`src/rtl/fpc_consts.svh`:
```
`ifndef FPC_CONSTS_SVH
`define FPC_CONSTS_SVH

// Control code groups
`define FPC_SYM_I      5'h1F
`define FPC_SYM_J      5'h18
`define FPC_SYM_K      5'h11
`define FPC_SYM_T      5'h0D
`define FPC_SYM_R      5'h07
`define FPC_SYM_H      5'h04

// Nibbles presented to the MAC
`define FPC_NIB_PRE    4'h5
`define FPC_NIB_BAD    4'hE
`define FPC_NIB_ZERO   4'h0

// Descrambler run lengths, in bits
`define FPC_LOCK_RUN   6'h1E
`define FPC_IDLE2_RUN  6'h0A

// Timing
`define FPC_CLK_PERIOD_NS   8
`define FPC_SYNC_TIMEOUT_NS 722000

// Scrambler seed padding above the address
`define FPC_SEED_HI    6'h20

`endif

```
`src/rtl/fpc_pkg.sv`:
```
package fpc_pkg;

	typedef enum logic [4:0] {
		FPC_RX_IDLE  = 5'b00001,
		FPC_RX_SSD   = 5'b00010,
		FPC_RX_FRAME = 5'b00100,
		FPC_RX_ESD   = 5'b01000,
		FPC_RX_BAD   = 5'b10000
	} fpc_rx_state_e;

	typedef enum logic [3:0] {
		FPC_TX_IDLE = 4'b0001,
		FPC_TX_K    = 4'b0010,
		FPC_TX_DATA = 4'b0100,
		FPC_TX_R    = 4'b1000
	} fpc_tx_state_e;

	typedef struct packed {
		logic       crs;
		logic       dv;
		logic       er;
		logic [3:0] nib;
	} fpc_rx_s;

	typedef struct packed {
		logic pos;
		logic neg;
	} fpc_mlt3_s;

	typedef logic [4:0] fpc_code_t;

	function automatic fpc_code_t fpc_enc(input logic [3:0] n);
		case (n)
			4'h0: fpc_enc = 5'h1E;
			4'h1: fpc_enc = 5'h09;
			4'h2: fpc_enc = 5'h14;
			4'h3: fpc_enc = 5'h15;
			4'h4: fpc_enc = 5'h0A;
			4'h5: fpc_enc = 5'h0B;
			4'h6: fpc_enc = 5'h0E;
			4'h7: fpc_enc = 5'h0F;
			4'h8: fpc_enc = 5'h12;
			4'h9: fpc_enc = 5'h13;
			4'hA: fpc_enc = 5'h16;
			4'hB: fpc_enc = 5'h17;
			4'hC: fpc_enc = 5'h1A;
			4'hD: fpc_enc = 5'h1B;
			4'hE: fpc_enc = 5'h1C;
			default: fpc_enc = 5'h1D;
		endcase
	endfunction

	// Returns {valid, nibble}
	function automatic logic [4:0] fpc_dec(input fpc_code_t c);
		logic [4:0] r;
		r = 5'h00;
		for (int i = 0; i < 16; i++) begin
			if (fpc_enc(4'(i)) == c) begin
				r = {1'b1, 4'(i)};
			end
		end
		return r;
	endfunction

endpackage

```
`src/rtl/fpc_top.sv`:
```
`timescale 1ns/1ps
`include "fpc_consts.svh"

// Overview of operation
// Group 11111 is the idle symbol, sent and recognised between frames.
// Group 11000 after idle gives nibble 0101; elsewhere it raises error.
// Group 10001 after 11000 gives nibble 0101; otherwise raises error.
// Group 01101 drops carrier when 00111 follows; otherwise raises error.
// Group 00111 drops carrier when it follows 01101; otherwise raises error.
// 00100 is transmit error; 00000-00011, 00101 invalid; receiving them errs.
// Idle or delimiter groups inside frame data are invalid, with error.
// Transmit scrambler seed derives from the configured PHY address.
// Scrambled serial bits are NRZI encoded, then turned into MLT-3.
// MLT-3 output changes level on each one, holds level on each zero.
// Receive decodes MLT-3 to NRZI, then NRZI to NRZ for descrambling.
// Descrambled bits are aligned to five-bit groups and mapped to nibbles.
// Descrambler locks on received idle; traffic disabled until locked.
// After lock, sync is checked; on loss, lock is reacquired from idle.
// Receive symbols are sampled at 125 MHz on the recovered clock.
// Delimiter pair becomes 0101 0101; frame ends on T R or two idles.
// Non-idle after idle without valid start: error, nibble 1110 until idles.
// Scrambling uses the 11-bit free-running additive stream cipher.
module fpc_top
	import fpc_pkg::*;
#(
	parameter int SYNC_TIMEOUT_CYC =
		`FPC_SYNC_TIMEOUT_NS / `FPC_CLK_PERIOD_NS
)(
	// Clock and reset
	input  wire logic       i_clk,
	input  wire logic       i_rst_n,
	// Configuration
	input  wire logic [4:0] i_phy_addr,
	// Transmit nibbles from the MAC
	input  wire logic       i_tx_en,
	input  wire logic       i_tx_er,
	input  wire logic [3:0] i_txd,
	output logic            o_tx_ready,
	// Line side
	output fpc_mlt3_s       o_mlt3,
	input  wire fpc_mlt3_s  i_rx_mlt3,
	// Receive nibbles to the MAC
	output fpc_rx_s         o_rx,
	output logic            o_rx_stb,
	output logic            o_locked
);

////////////////////////////////////////////////////////////////////////////////
// Transmit coding
fpc_tx_state_e tx_state;
fpc_tx_state_e next_tx_state;
logic [2:0]    tx_cnt;
fpc_code_t     tx_sh;
fpc_code_t     next_tx_sym;
logic [10:0]   tx_lfsr;
logic          tx_nrzi;
logic [1:0]    tx_phase;
wire logic     tx_load  = (tx_cnt == 3'h4);
wire logic     tx_ks    = tx_lfsr[10] ^ tx_lfsr[8];
wire logic     tx_bit   = tx_sh[4] ^ tx_ks;
wire logic     tx_go    = i_tx_en && o_locked;
wire fpc_code_t tx_data = i_tx_er ? `FPC_SYM_H : fpc_enc(i_txd);

assign o_tx_ready = tx_load && i_tx_en && (tx_state != FPC_TX_R) &&
	(o_locked || (tx_state != FPC_TX_IDLE));

always_comb begin
	next_tx_state = tx_state;
	next_tx_sym   = `FPC_SYM_I;
	case (tx_state)
		FPC_TX_IDLE: begin
			if (tx_go) begin
				next_tx_sym   = `FPC_SYM_J;
				next_tx_state = FPC_TX_K;
			end
		end
		FPC_TX_K: begin
			next_tx_sym   = `FPC_SYM_K;
			next_tx_state = FPC_TX_DATA;
		end
		FPC_TX_DATA: begin
			if (i_tx_en) begin
				next_tx_sym = tx_data;
			end else begin
				next_tx_sym   = `FPC_SYM_T;
				next_tx_state = FPC_TX_R;
			end
		end
		FPC_TX_R: begin
			next_tx_sym   = `FPC_SYM_R;
			next_tx_state = FPC_TX_IDLE;
		end
		default: next_tx_state = FPC_TX_IDLE;
	endcase
end

always_ff @(posedge i_clk) begin
	if (!i_rst_n) begin
		tx_state <= FPC_TX_IDLE;
		tx_cnt   <= 3'h0;
		tx_sh    <= `FPC_SYM_I;
		tx_lfsr  <= {`FPC_SEED_HI, i_phy_addr};
		tx_nrzi  <= 1'b0;
		tx_phase <= 2'h0;
	end else begin
		tx_cnt  <= tx_load ? 3'h0 : tx_cnt + 3'h1;
		tx_lfsr <= {tx_lfsr[9:0], tx_ks};
		tx_nrzi <= tx_nrzi ^ tx_bit;
		tx_phase <= tx_phase + {1'b0, tx_bit};
		if (tx_load) begin
			tx_state <= next_tx_state;
			tx_sh    <= next_tx_sym;
		end else begin
			tx_sh <= {tx_sh[3:0], 1'b0};
		end
	end
end

assign o_mlt3 = '{pos: (tx_phase == 2'h1), neg: (tx_phase == 2'h3)};

////////////////////////////////////////////////////////////////////////////////
// Receive line decoding and descrambling
fpc_mlt3_s   rx_lvl;
logic        rx_nrzi;
logic        rx_nrzi_d;
logic [10:0] rx_lfsr;
logic [5:0]  rx_ones;
logic [16:0] sync_tmr;
wire logic   rx_nrz = rx_nrzi ^ rx_nrzi_d;
wire logic   rx_ks  = rx_lfsr[10] ^ rx_lfsr[8];
wire logic   rx_d   = rx_nrz ^ rx_ks;
wire logic   sync_lost = o_locked &&
	(sync_tmr >= 17'(SYNC_TIMEOUT_CYC - 1));
wire logic   rx_live   = o_locked && !sync_lost;

always_ff @(posedge i_clk) begin
	if (!i_rst_n) begin
		rx_lvl    <= '0;
		rx_nrzi   <= 1'b0;
		rx_nrzi_d <= 1'b0;
		rx_lfsr   <= 11'h000;
		rx_ones   <= 6'h00;
		o_locked  <= 1'b0;
		sync_tmr  <= 17'h0_0000;
	end else begin
		rx_lvl    <= i_rx_mlt3;
		rx_nrzi   <= rx_nrzi ^ (rx_lvl != i_rx_mlt3);
		rx_nrzi_d <= rx_nrzi;
		rx_lfsr   <= {rx_lfsr[9:0], o_locked ? rx_ks : ~rx_nrz};
		rx_ones   <= !rx_d ? 6'h00 :
			(rx_ones == 6'h3F) ? rx_ones : rx_ones + 6'h01;
		if (sync_lost) begin
			o_locked <= 1'b0;
		end else if (!o_locked && rx_ones >= `FPC_LOCK_RUN) begin
			o_locked <= 1'b1;
		end
		if (!o_locked || rx_ones >= `FPC_LOCK_RUN) begin
			sync_tmr <= 17'h0_0000;
		end else begin
			sync_tmr <= sync_tmr + 17'h0_0001;
		end
	end
end

////////////////////////////////////////////////////////////////////////////////
// Group alignment and symbol decoding
fpc_rx_state_e rx_state;
fpc_rx_state_e next_rx_state;
fpc_rx_s       next_rx;
logic [9:0]    rx_sh;
logic [2:0]    rx_cnt;
wire logic     rx_tick = (rx_cnt == 3'h4);
wire fpc_code_t rx_g   = rx_sh[4:0];
wire fpc_code_t rx_pv  = rx_sh[9:5];
wire logic [4:0] rx_dc = fpc_dec(rx_g);
wire logic     two_idle = (rx_g == `FPC_SYM_I) && (rx_pv == `FPC_SYM_I);
wire logic     realign  = (rx_state == FPC_RX_IDLE) && !rx_d &&
	(rx_ones >= `FPC_IDLE2_RUN);

always_comb begin
	next_rx_state = rx_state;
	next_rx       = '{crs: 1'b1, dv: 1'b0, er: 1'b0, nib: `FPC_NIB_ZERO};
	case (rx_state)
		FPC_RX_IDLE: begin
			next_rx.crs = 1'b0;
			if (rx_g == `FPC_SYM_J) begin
				next_rx       = '{1'b1, 1'b1, 1'b0, `FPC_NIB_PRE};
				next_rx_state = FPC_RX_SSD;
			end else if (rx_g != `FPC_SYM_I) begin
				next_rx       = '{1'b1, 1'b0, 1'b1, `FPC_NIB_BAD};
				next_rx_state = FPC_RX_BAD;
			end
		end
		FPC_RX_SSD: begin
			if (rx_g == `FPC_SYM_K) begin
				next_rx       = '{1'b1, 1'b1, 1'b0, `FPC_NIB_PRE};
				next_rx_state = FPC_RX_FRAME;
			end else begin
				next_rx       = '{1'b1, 1'b0, 1'b1, `FPC_NIB_BAD};
				next_rx_state = FPC_RX_BAD;
			end
		end
		FPC_RX_FRAME: begin
			if (rx_dc[4]) begin
				next_rx = '{1'b1, 1'b1, 1'b0, rx_dc[3:0]};
			end else if (rx_g == `FPC_SYM_T) begin
				next_rx_state = FPC_RX_ESD;
			end else if (two_idle) begin
				next_rx       = '{1'b0, 1'b0, 1'b0, `FPC_NIB_ZERO};
				next_rx_state = FPC_RX_IDLE;
			end else begin
				next_rx = '{1'b1, 1'b1, 1'b1, `FPC_NIB_ZERO};
			end
		end
		FPC_RX_ESD: begin
			if (rx_g == `FPC_SYM_R) begin
				next_rx       = '{1'b0, 1'b0, 1'b0, `FPC_NIB_ZERO};
				next_rx_state = FPC_RX_IDLE;
			end else begin
				next_rx       = '{1'b1, 1'b1, 1'b1, `FPC_NIB_ZERO};
				next_rx_state = FPC_RX_FRAME;
			end
		end
		FPC_RX_BAD: begin
			next_rx.er  = 1'b1;
			next_rx.nib = `FPC_NIB_BAD;
			if (two_idle) begin
				next_rx       = '{1'b0, 1'b0, 1'b0, `FPC_NIB_ZERO};
				next_rx_state = FPC_RX_IDLE;
			end
		end
		default: next_rx_state = FPC_RX_IDLE;
	endcase
end

always_ff @(posedge i_clk) begin
	if (!i_rst_n) begin
		rx_state <= FPC_RX_IDLE;
		rx_sh    <= 10'h3FF;
		rx_cnt   <= 3'h0;
		o_rx     <= '0;
		o_rx_stb <= 1'b0;
	end else begin
		rx_sh    <= {rx_sh[8:0], rx_d};
		rx_cnt   <= realign ? 3'h2 : (rx_tick ? 3'h0 : rx_cnt + 3'h1);
		o_rx_stb <= rx_tick && rx_live;
		if (!rx_live) begin
			rx_state <= FPC_RX_IDLE;
			o_rx     <= '0;
		end else if (rx_tick) begin
			rx_state <= next_rx_state;
			o_rx     <= next_rx;
		end
	end
end
endmodule

```
`config.mk`:
```
export PLATFORM = sky130hd
export DESIGN_NAME = fpc_top
export DESIGN_NICKNAME = d
export VERILOG_FILES = /design/src/rtl/fpc_pkg.sv /design/src/rtl/fpc_top.sv
export VERILOG_INCLUDE_DIRS = /design/src /design/src/rtl
export SDC_FILE = /design/constraint.sdc
export NUM_CORES = 1
export LEC_CHECK = 0
export BUFFER_PORTS_ARGS = -buffer_cell sky130_fd_sc_hd__clkbuf_2
export CORE_ASPECT_RATIO = 1.25
export CORE_MARGIN = 2
export CORE_UTILIZATION = 40
export CTS_CLUSTER_DIAMETER = 50
export DETAILED_ROUTE_END_ITERATION = 10
export GPL_ROUTABILITY_DRIVEN = 1
export PLACE_DENSITY = 0.57
export SYNTH_ARGS = -nofsm -noshare
export SYNTH_HDL_FRONTEND = slang
export SYNTH_SLANG_ARGS = --single-unit
export TNS_END_PERCENT = 100
```
`constraint.sdc`:
```
create_clock -name i_clk -period 2 [get_ports i_clk]
set_input_delay 0 -clock i_clk [delete_from_list [all_inputs] [get_ports i_clk]]
set_output_delay 0 -clock i_clk [all_outputs]
set_load 0.01 [all_outputs]
```
# Word level (Yosys, flattened, before mapping)
# Memory sizes are Yosys's and may differ from the RTL's.
# Index checks and enable logic that the tools add are counted.
# W data, S select, Z words.
dict set report op_classes {
  addsub 5
  n_lt_le_gt_ge 3
  eq_ne 44
  mux 45
  bitwise 8
  reduce_logical 24
}
# cell n
set op_table {}
lappend op_table {{$mux W5} 26}
lappend op_table {{$eq A5 B5 Y1 const A} 11}
lappend op_table {{$mux W7} 7}
lappend op_table {{$pmux W7 S5} 1}
lappend op_table {{$eq A4 B5 Y1 const A} 5}
lappend op_table {{$eq A5 B5 Y1 const B} 5}
lappend op_table {{$pmux W5 S5} 1}
lappend op_table {{$pmux W5 S4} 1}
lappend op_table {{$add A17 B1 Y17 const B} 1}
lappend op_table {{$ge A17 B17 Y1 const B} 1}
lappend op_table {{$pmux W4 S3} 1}
lappend op_table {{$logic_and A1 B1 Y1} 11}
lappend op_table {{$eq A5 B3 Y1 const B} 2}
lappend op_table {{$eq A5 B4 Y1 const B} 2}
lappend op_table {{$mux W4} 2}
lappend op_table {{$add A3 B1 Y3 const B} 2}
lappend op_table {{$add A6 B1 Y6 const B} 1}
lappend op_table {{$eq A3 B3 Y1 const B} 2}
lappend op_table {{$eq A6 B6 Y1 const B} 1}
lappend op_table {{$ge A6 B4 Y1 const B} 1}
lappend op_table {{$ge A6 B5 Y1 const B} 1}
lappend op_table {{$mux W3} 2}
lappend op_table {{$mux W6} 1}
lappend op_table {{$ne A2 B2 Y1 const B} 3}
lappend op_table {{24 further kinds} 38}
dict set report totals {
  ff_bits 90
  rom_bits 80
  in_bits 15
  word_cells 153
  memories 1
}
# name words word_bits rd rd_ports_with_merged_regs write_ports line
set memory_table {}
lappend memory_table {{(name not given)} 16 5 1 0 0 fpc_pkg.sv:33} ;# case (n)

# Logic depth before layout (Yosys ltp)
dict set report depth {
  word_depth 19
  ltp_mapped 7
  depth_no_buf 7
}

# Worst setup path before layout
# OpenSTA, ideal clock, no wires.
dict set report synth_path {
  path_type {register to register}
  startpoint {register rx_state[3]}
  endpoint {register rx_state[0]}
  setup_time_ns 0.115
  arrival_ns 1.886
  required_ns 1.885
  slack_ns -0.002
  stages_incl_launch_ff 7
  cell_sequence {dfxtp_1 > buf_6 > or4b_4 > or2_4 > and4b_4 > a2111o_1 > a31o_1}
}
dict set report synth_via {
  elab_chain_cells 3
  elab_cells_between_ends 9
  classes_between {eq/ne: 7; mux: 1; reduce/logical: 1}
}
# element line
set synth_lines {}
lappend synth_lines {{from (decl)} fpc_top.sv:167} ;# fpc_rx_state_e rx_state;
lappend synth_lines {{from (signal assigned)} fpc_top.sv:251} ;# rx_state <= next_rx_state;
lappend synth_lines {{$eq A5 B1 Y1 or $eq A5 B3 Y1 (tied branches)} fpc_top.sv:183} ;# case (rx_state)
lappend synth_lines {{$ne A3 B1 Y1 (no line) or $ne A2 B2 Y1 (tied branches)} n/a}
lappend synth_lines {{$reduce_and A3 Y1 (no line)} n/a}
# Several ways; a longest one is shown, not always the timed one.
# A chain may end at the register's enable or synchronous reset.

# Final worst setup path
dict set report layout_path {
  startpoint {register rx_state[4]}
  endpoint {register rx_state[0]}
}
# Same word-level chain as after synthesis.

==> impl_results.md <==
- First drt pass iteration count: 5
- DRT antenna net count: 0
- Area of the placeable core: 10,000 µm²
- Total placed cells including tap cells: 624
- Warning count from the yosys run: 0
- Sequential share of power: approximately 45%
- GP Congestion: 0.880
- Power share of the combinational group: about a tenth
- Clock-pin slew of the registers on the worst-case setup and hold paths: approximately 0.070 ns
- Layout Nets: 538
- Starting utilization of the core area: between 40% and 50%
- First-pass GRT wire length: about 15,000 µm
- Global route overflow: 0
- EDFF count, synth: 0
- Via count: 3,359
- TritonCTS clock tree: yes
- Result of the run: finished, final reports clean
- Final period util: slightly below 100%
- Number of hold violations in the final report: 0
- Total standard cell area after synthesis: about 4000 µm²
- Vias in the first global route: about 3,300
- Internal Power: around 3.2 mW
- Accumulated negative setup slack: 0 ns
- Crit path from: rx_state[4]
- Worst Clk Skew: 0.00794 ns
- Routed WL per cell: between 10 and 15 µm
- Setup slack on the worst flop-to-flop path: about 0.058 ns
- Most used DFF post-synth: sky130_fd_sc_hd__dfxtp_1
- Fin Hold WS: about 0.08 ns
- Floorplan row count: between 40 and 50
- Kind of path behind the tightest hold check: in -> reg
- Number of I/O pins: 27
- Library cell contributing the largest single delay on the critical path: sky130_fd_sc_hd__or4b_4
- Bufs on Longest Clock Path: 2
- Worst slew slack as a fraction of its limit: 59.5%
- Crit-path max cell delay: approximately 0.55 ns
- Startpoint of the lowest-slack hold path: i_txd[1]
- Total clock buffers created by CTS: 9
- Net count after synthesis: 477
- Net Switching: between 1 and 1.5 mW
- Antenna violations before repair: 0
- Number of filler cells placed in the layout: between 900 and 1,000
- Fraction of the core area covered by cells at the end of the flow: about half
- Number of DRC violations after detailed routing: 0
- Number of diodes added for antenna fixing: 0
- Pin count of the biggest net entering global routing: 50
- Area Growth Syn to Fin: 23.4%
- Top area cells in the synthesized netlist: sky130_fd_sc_hd__dfxtp_1, sky130_fd_sc_hd__nor2_1, sky130_fd_sc_hd__xor2_1
- Total routing usage reported by global routing: 17.2%
- DP HPWL: 6320 µm
- Endpoint type of the worst setup path: flop
- Routed wire length: between 8000 and 9000 µm
- Asr flop ratio synth: 0%
- Peak supply drop: 0.520 mV
- Max FO, Critical Path: 7
- Switching fraction of total power: roughly a quarter
- Crit path cell chain: or4b_4, or2_4, and4b_4, a2111o_1, a31o_1
- Avg Cell Area, Syn: ~9.0 µm²
- Type of element launching the critical path: flop
- X dimension of the die: roughly 94 µm
- Buffers added on ports: 26
- Die area: ~11,000 µm²
- Fraction of the yosys area taken by sequential cells: about 44%
- Final setup violation count: 0
- Depth of the CTS H-tree: 3
- Root Driver: sky130_fd_sc_hd__clkbuf_16
- Max Cap Violations: 0
- Count of pins over their slew limit: 0
- Cell area power density: about 840 nW/µm²
- Post-synthesis cell type count: 70
- Largest area contributor in the netlist: sky130_fd_sc_hd__dfxtp_1
- Share of power burned in the clock network: between 40 and 50%
- Die Span Y: 117 µm
- Share of post-route cells with drive strength above 1: between 20% and 30%
- Clock latency at the later pin of the worst-skew pair: 0.34 ns
- Cells after synthesis: 453
- Number of non-filler instances in the completed layout: ~650
- CTS sink count: 90
- Minimum clock period: 1.94 ns
- Arrival time worst endpoint: about 2.2 ns
- Total power of the final layout: between 4 and 5 mW
- Via/cell ratio: about 5.2
- Fmax: just over 500 MHz
- Path type of the worst setup path: reg -> reg
- Worst endpoint required time: approximately 2.2 ns
- Flip-flop and latch count after synthesis: 90
- Static power due to leakage: roughly 2.0 nW
- Count of routing violations after the opening detailed-route iteration: 124
- Launch point of the worst reg-to-reg path: rx_state[4]
- Share of the synthesized area in the top cell type: between 40 and 50%
- Post-CTS setup repair buffer count: 0
- Measured slew at the worst slew-check pin: around 0.60 ns
[metal layers]
metal | GRT usage [%] | share of wire, %
met4 | 7.15 | 1.8
met3 | 3.78 | 3.5
met2 | 29.7 | 49
met1 | 20.7 | 45
met5 | 0 | 0
[cells in the mapped netlist, drive strengths merged, types with 4 or more instances]
cell type and n:
o21a 4, o211ai 4, a211oi 6, inv 15
clkbuf 14, nor3b 5, a22o 4, xor2 17
xnor2 14, buf 7, dfxtp 90, and2 23
a21oi 17, a21boi 5, o21ai 14, nand3 17
nor4 8, nand2 33, and3 6, mux2 4
nor3 9, nand2b 16, or2 5, nor2b 6
ha 9, or3 6, nor2 42, nand4 5
[cells by family after synthesis]
| kind of cell | Yosys count | synth area share (%) |
|---|---|---|
| compound gates | 85 | 14.7 |
| simple gates | 196 | 26.3 |
| xor+xnor | 31 | 6.67 |
| fa+ha+maj | 9 | 2.77 |
| flops | 90 | 44.3 |
| buf+inv | 36 | 3.78 |
| mux | 6 | 1.60 |
[cells in the final DEF (no fill, tap or decap), types with 4 or more instances in the layout]
cell type / instances
sky130_fd_sc_hd__inv_1: 15
sky130_fd_sc_hd__mux2_2: 4
sky130_fd_sc_hd__dlygate4sd3_1: 8
sky130_fd_sc_hd__o21ai_0: 13
sky130_fd_sc_hd__nand2_1: 32
sky130_fd_sc_hd__nand3_1: 16
sky130_fd_sc_hd__ha_1: 9
sky130_fd_sc_hd__a211oi_1: 6
sky130_fd_sc_hd__and3_1: 6
sky130_fd_sc_hd__o211ai_1: 4
sky130_fd_sc_hd__nor4_1: 7
sky130_fd_sc_hd__a21boi_0: 5
sky130_fd_sc_hd__nand2b_1: 16
sky130_fd_sc_hd__or3_1: 5
sky130_fd_sc_hd__a21oi_1: 15
sky130_fd_sc_hd__nor3b_1: 5
sky130_fd_sc_hd__o21a_1: 4
sky130_fd_sc_hd__xnor2_1: 14
sky130_fd_sc_hd__or2_2: 4
sky130_fd_sc_hd__a22o_1: 4
sky130_fd_sc_hd__buf_4: 37
sky130_fd_sc_hd__nor3_1: 9
sky130_fd_sc_hd__nor2_1: 41
sky130_fd_sc_hd__xor2_1: 17
sky130_fd_sc_hd__nor2b_1: 6
sky130_fd_sc_hd__clkbuf_16: 9
sky130_fd_sc_hd__and2_1: 23
sky130_fd_sc_hd__dfxtp_1: 87
sky130_fd_sc_hd__clkbuf_2: 26
sky130_fd_sc_hd__nand4_1: 5
[power by group through the flow]
stage / Combinational (mW) / Clock (mW) / Sequential, mW
after floorplan: 0.266 / 0 / 1.94
after global placement: 0.419 / 0 / 1.94
after detailed placement: 0.423 / 0 / 1.95
after CTS: 0.437 / 1.94 / 1.90
after global routing: 0.495 / 2.01 / 1.91
final: 0.443 / 1.88 / 1.90
[sequential cells by signal, summed over array words and instances (netlist names), 2 cells and up]
name / cells
sync_tmr: 17
rx_lfsr: 11
tx_lfsr: 11
rx_sh: 10
o_rx: 7
rx_ones: 6
rx_state: 5
tx_sh: 5
tx_state: 4
rx_cnt: 3
tx_cnt: 3
rx_lvl: 2
tx_phase: 2
[through the flow]
| step | worst slack (ns) | area (µm²) |
|---|---|---|
| after CTS | 0.0173 | 4960 |
| after detailed placement | 0.000853 | 4540 |
| after floorplan | 0.00475 | 4080 |
| after global placement | -0.00527 | 4540 |
| after global routing | -0.00162 | 5020 |
| final | 0.0575 | 5020 |
[repair_timing]
action                                 4_1_cts  5_1_grt
resized for setup                            1       16
pin swaps                                    0        5
endpoints found under the hold margin       11        0
setup endpoints to repair                    1       11
hold buffers                                 8        0
[worst max-delay path: cells and delay by family, from the launching register on]
kind,cells,cell delay (ns)
AND/OR/NAND/NOR,3,0.98
AO/OA/AOI/OAI,2,0.50
flip-flops,1,0.37
[final timing paths]
path,end,cells past startpoint
hold / removal,tx_sh[2],4
setup / recovery,rx_state[0],5
hold reg to reg,tx_lfsr[10],1
setup reg to reg,rx_state[0],5
[final cells by class]
type	count	area, µm²	area share, %
well taps	129	161	3.21
flip-flops and latches	90	1810	36.0
clock buffers	9	225	4.48
inverters	15	56.3	1.12
repair buffers	71	488	9.71
multi-input cells	327	2170	43.3
clock inverters	7	110	2.19
Power figures use the tool's default switching activity.
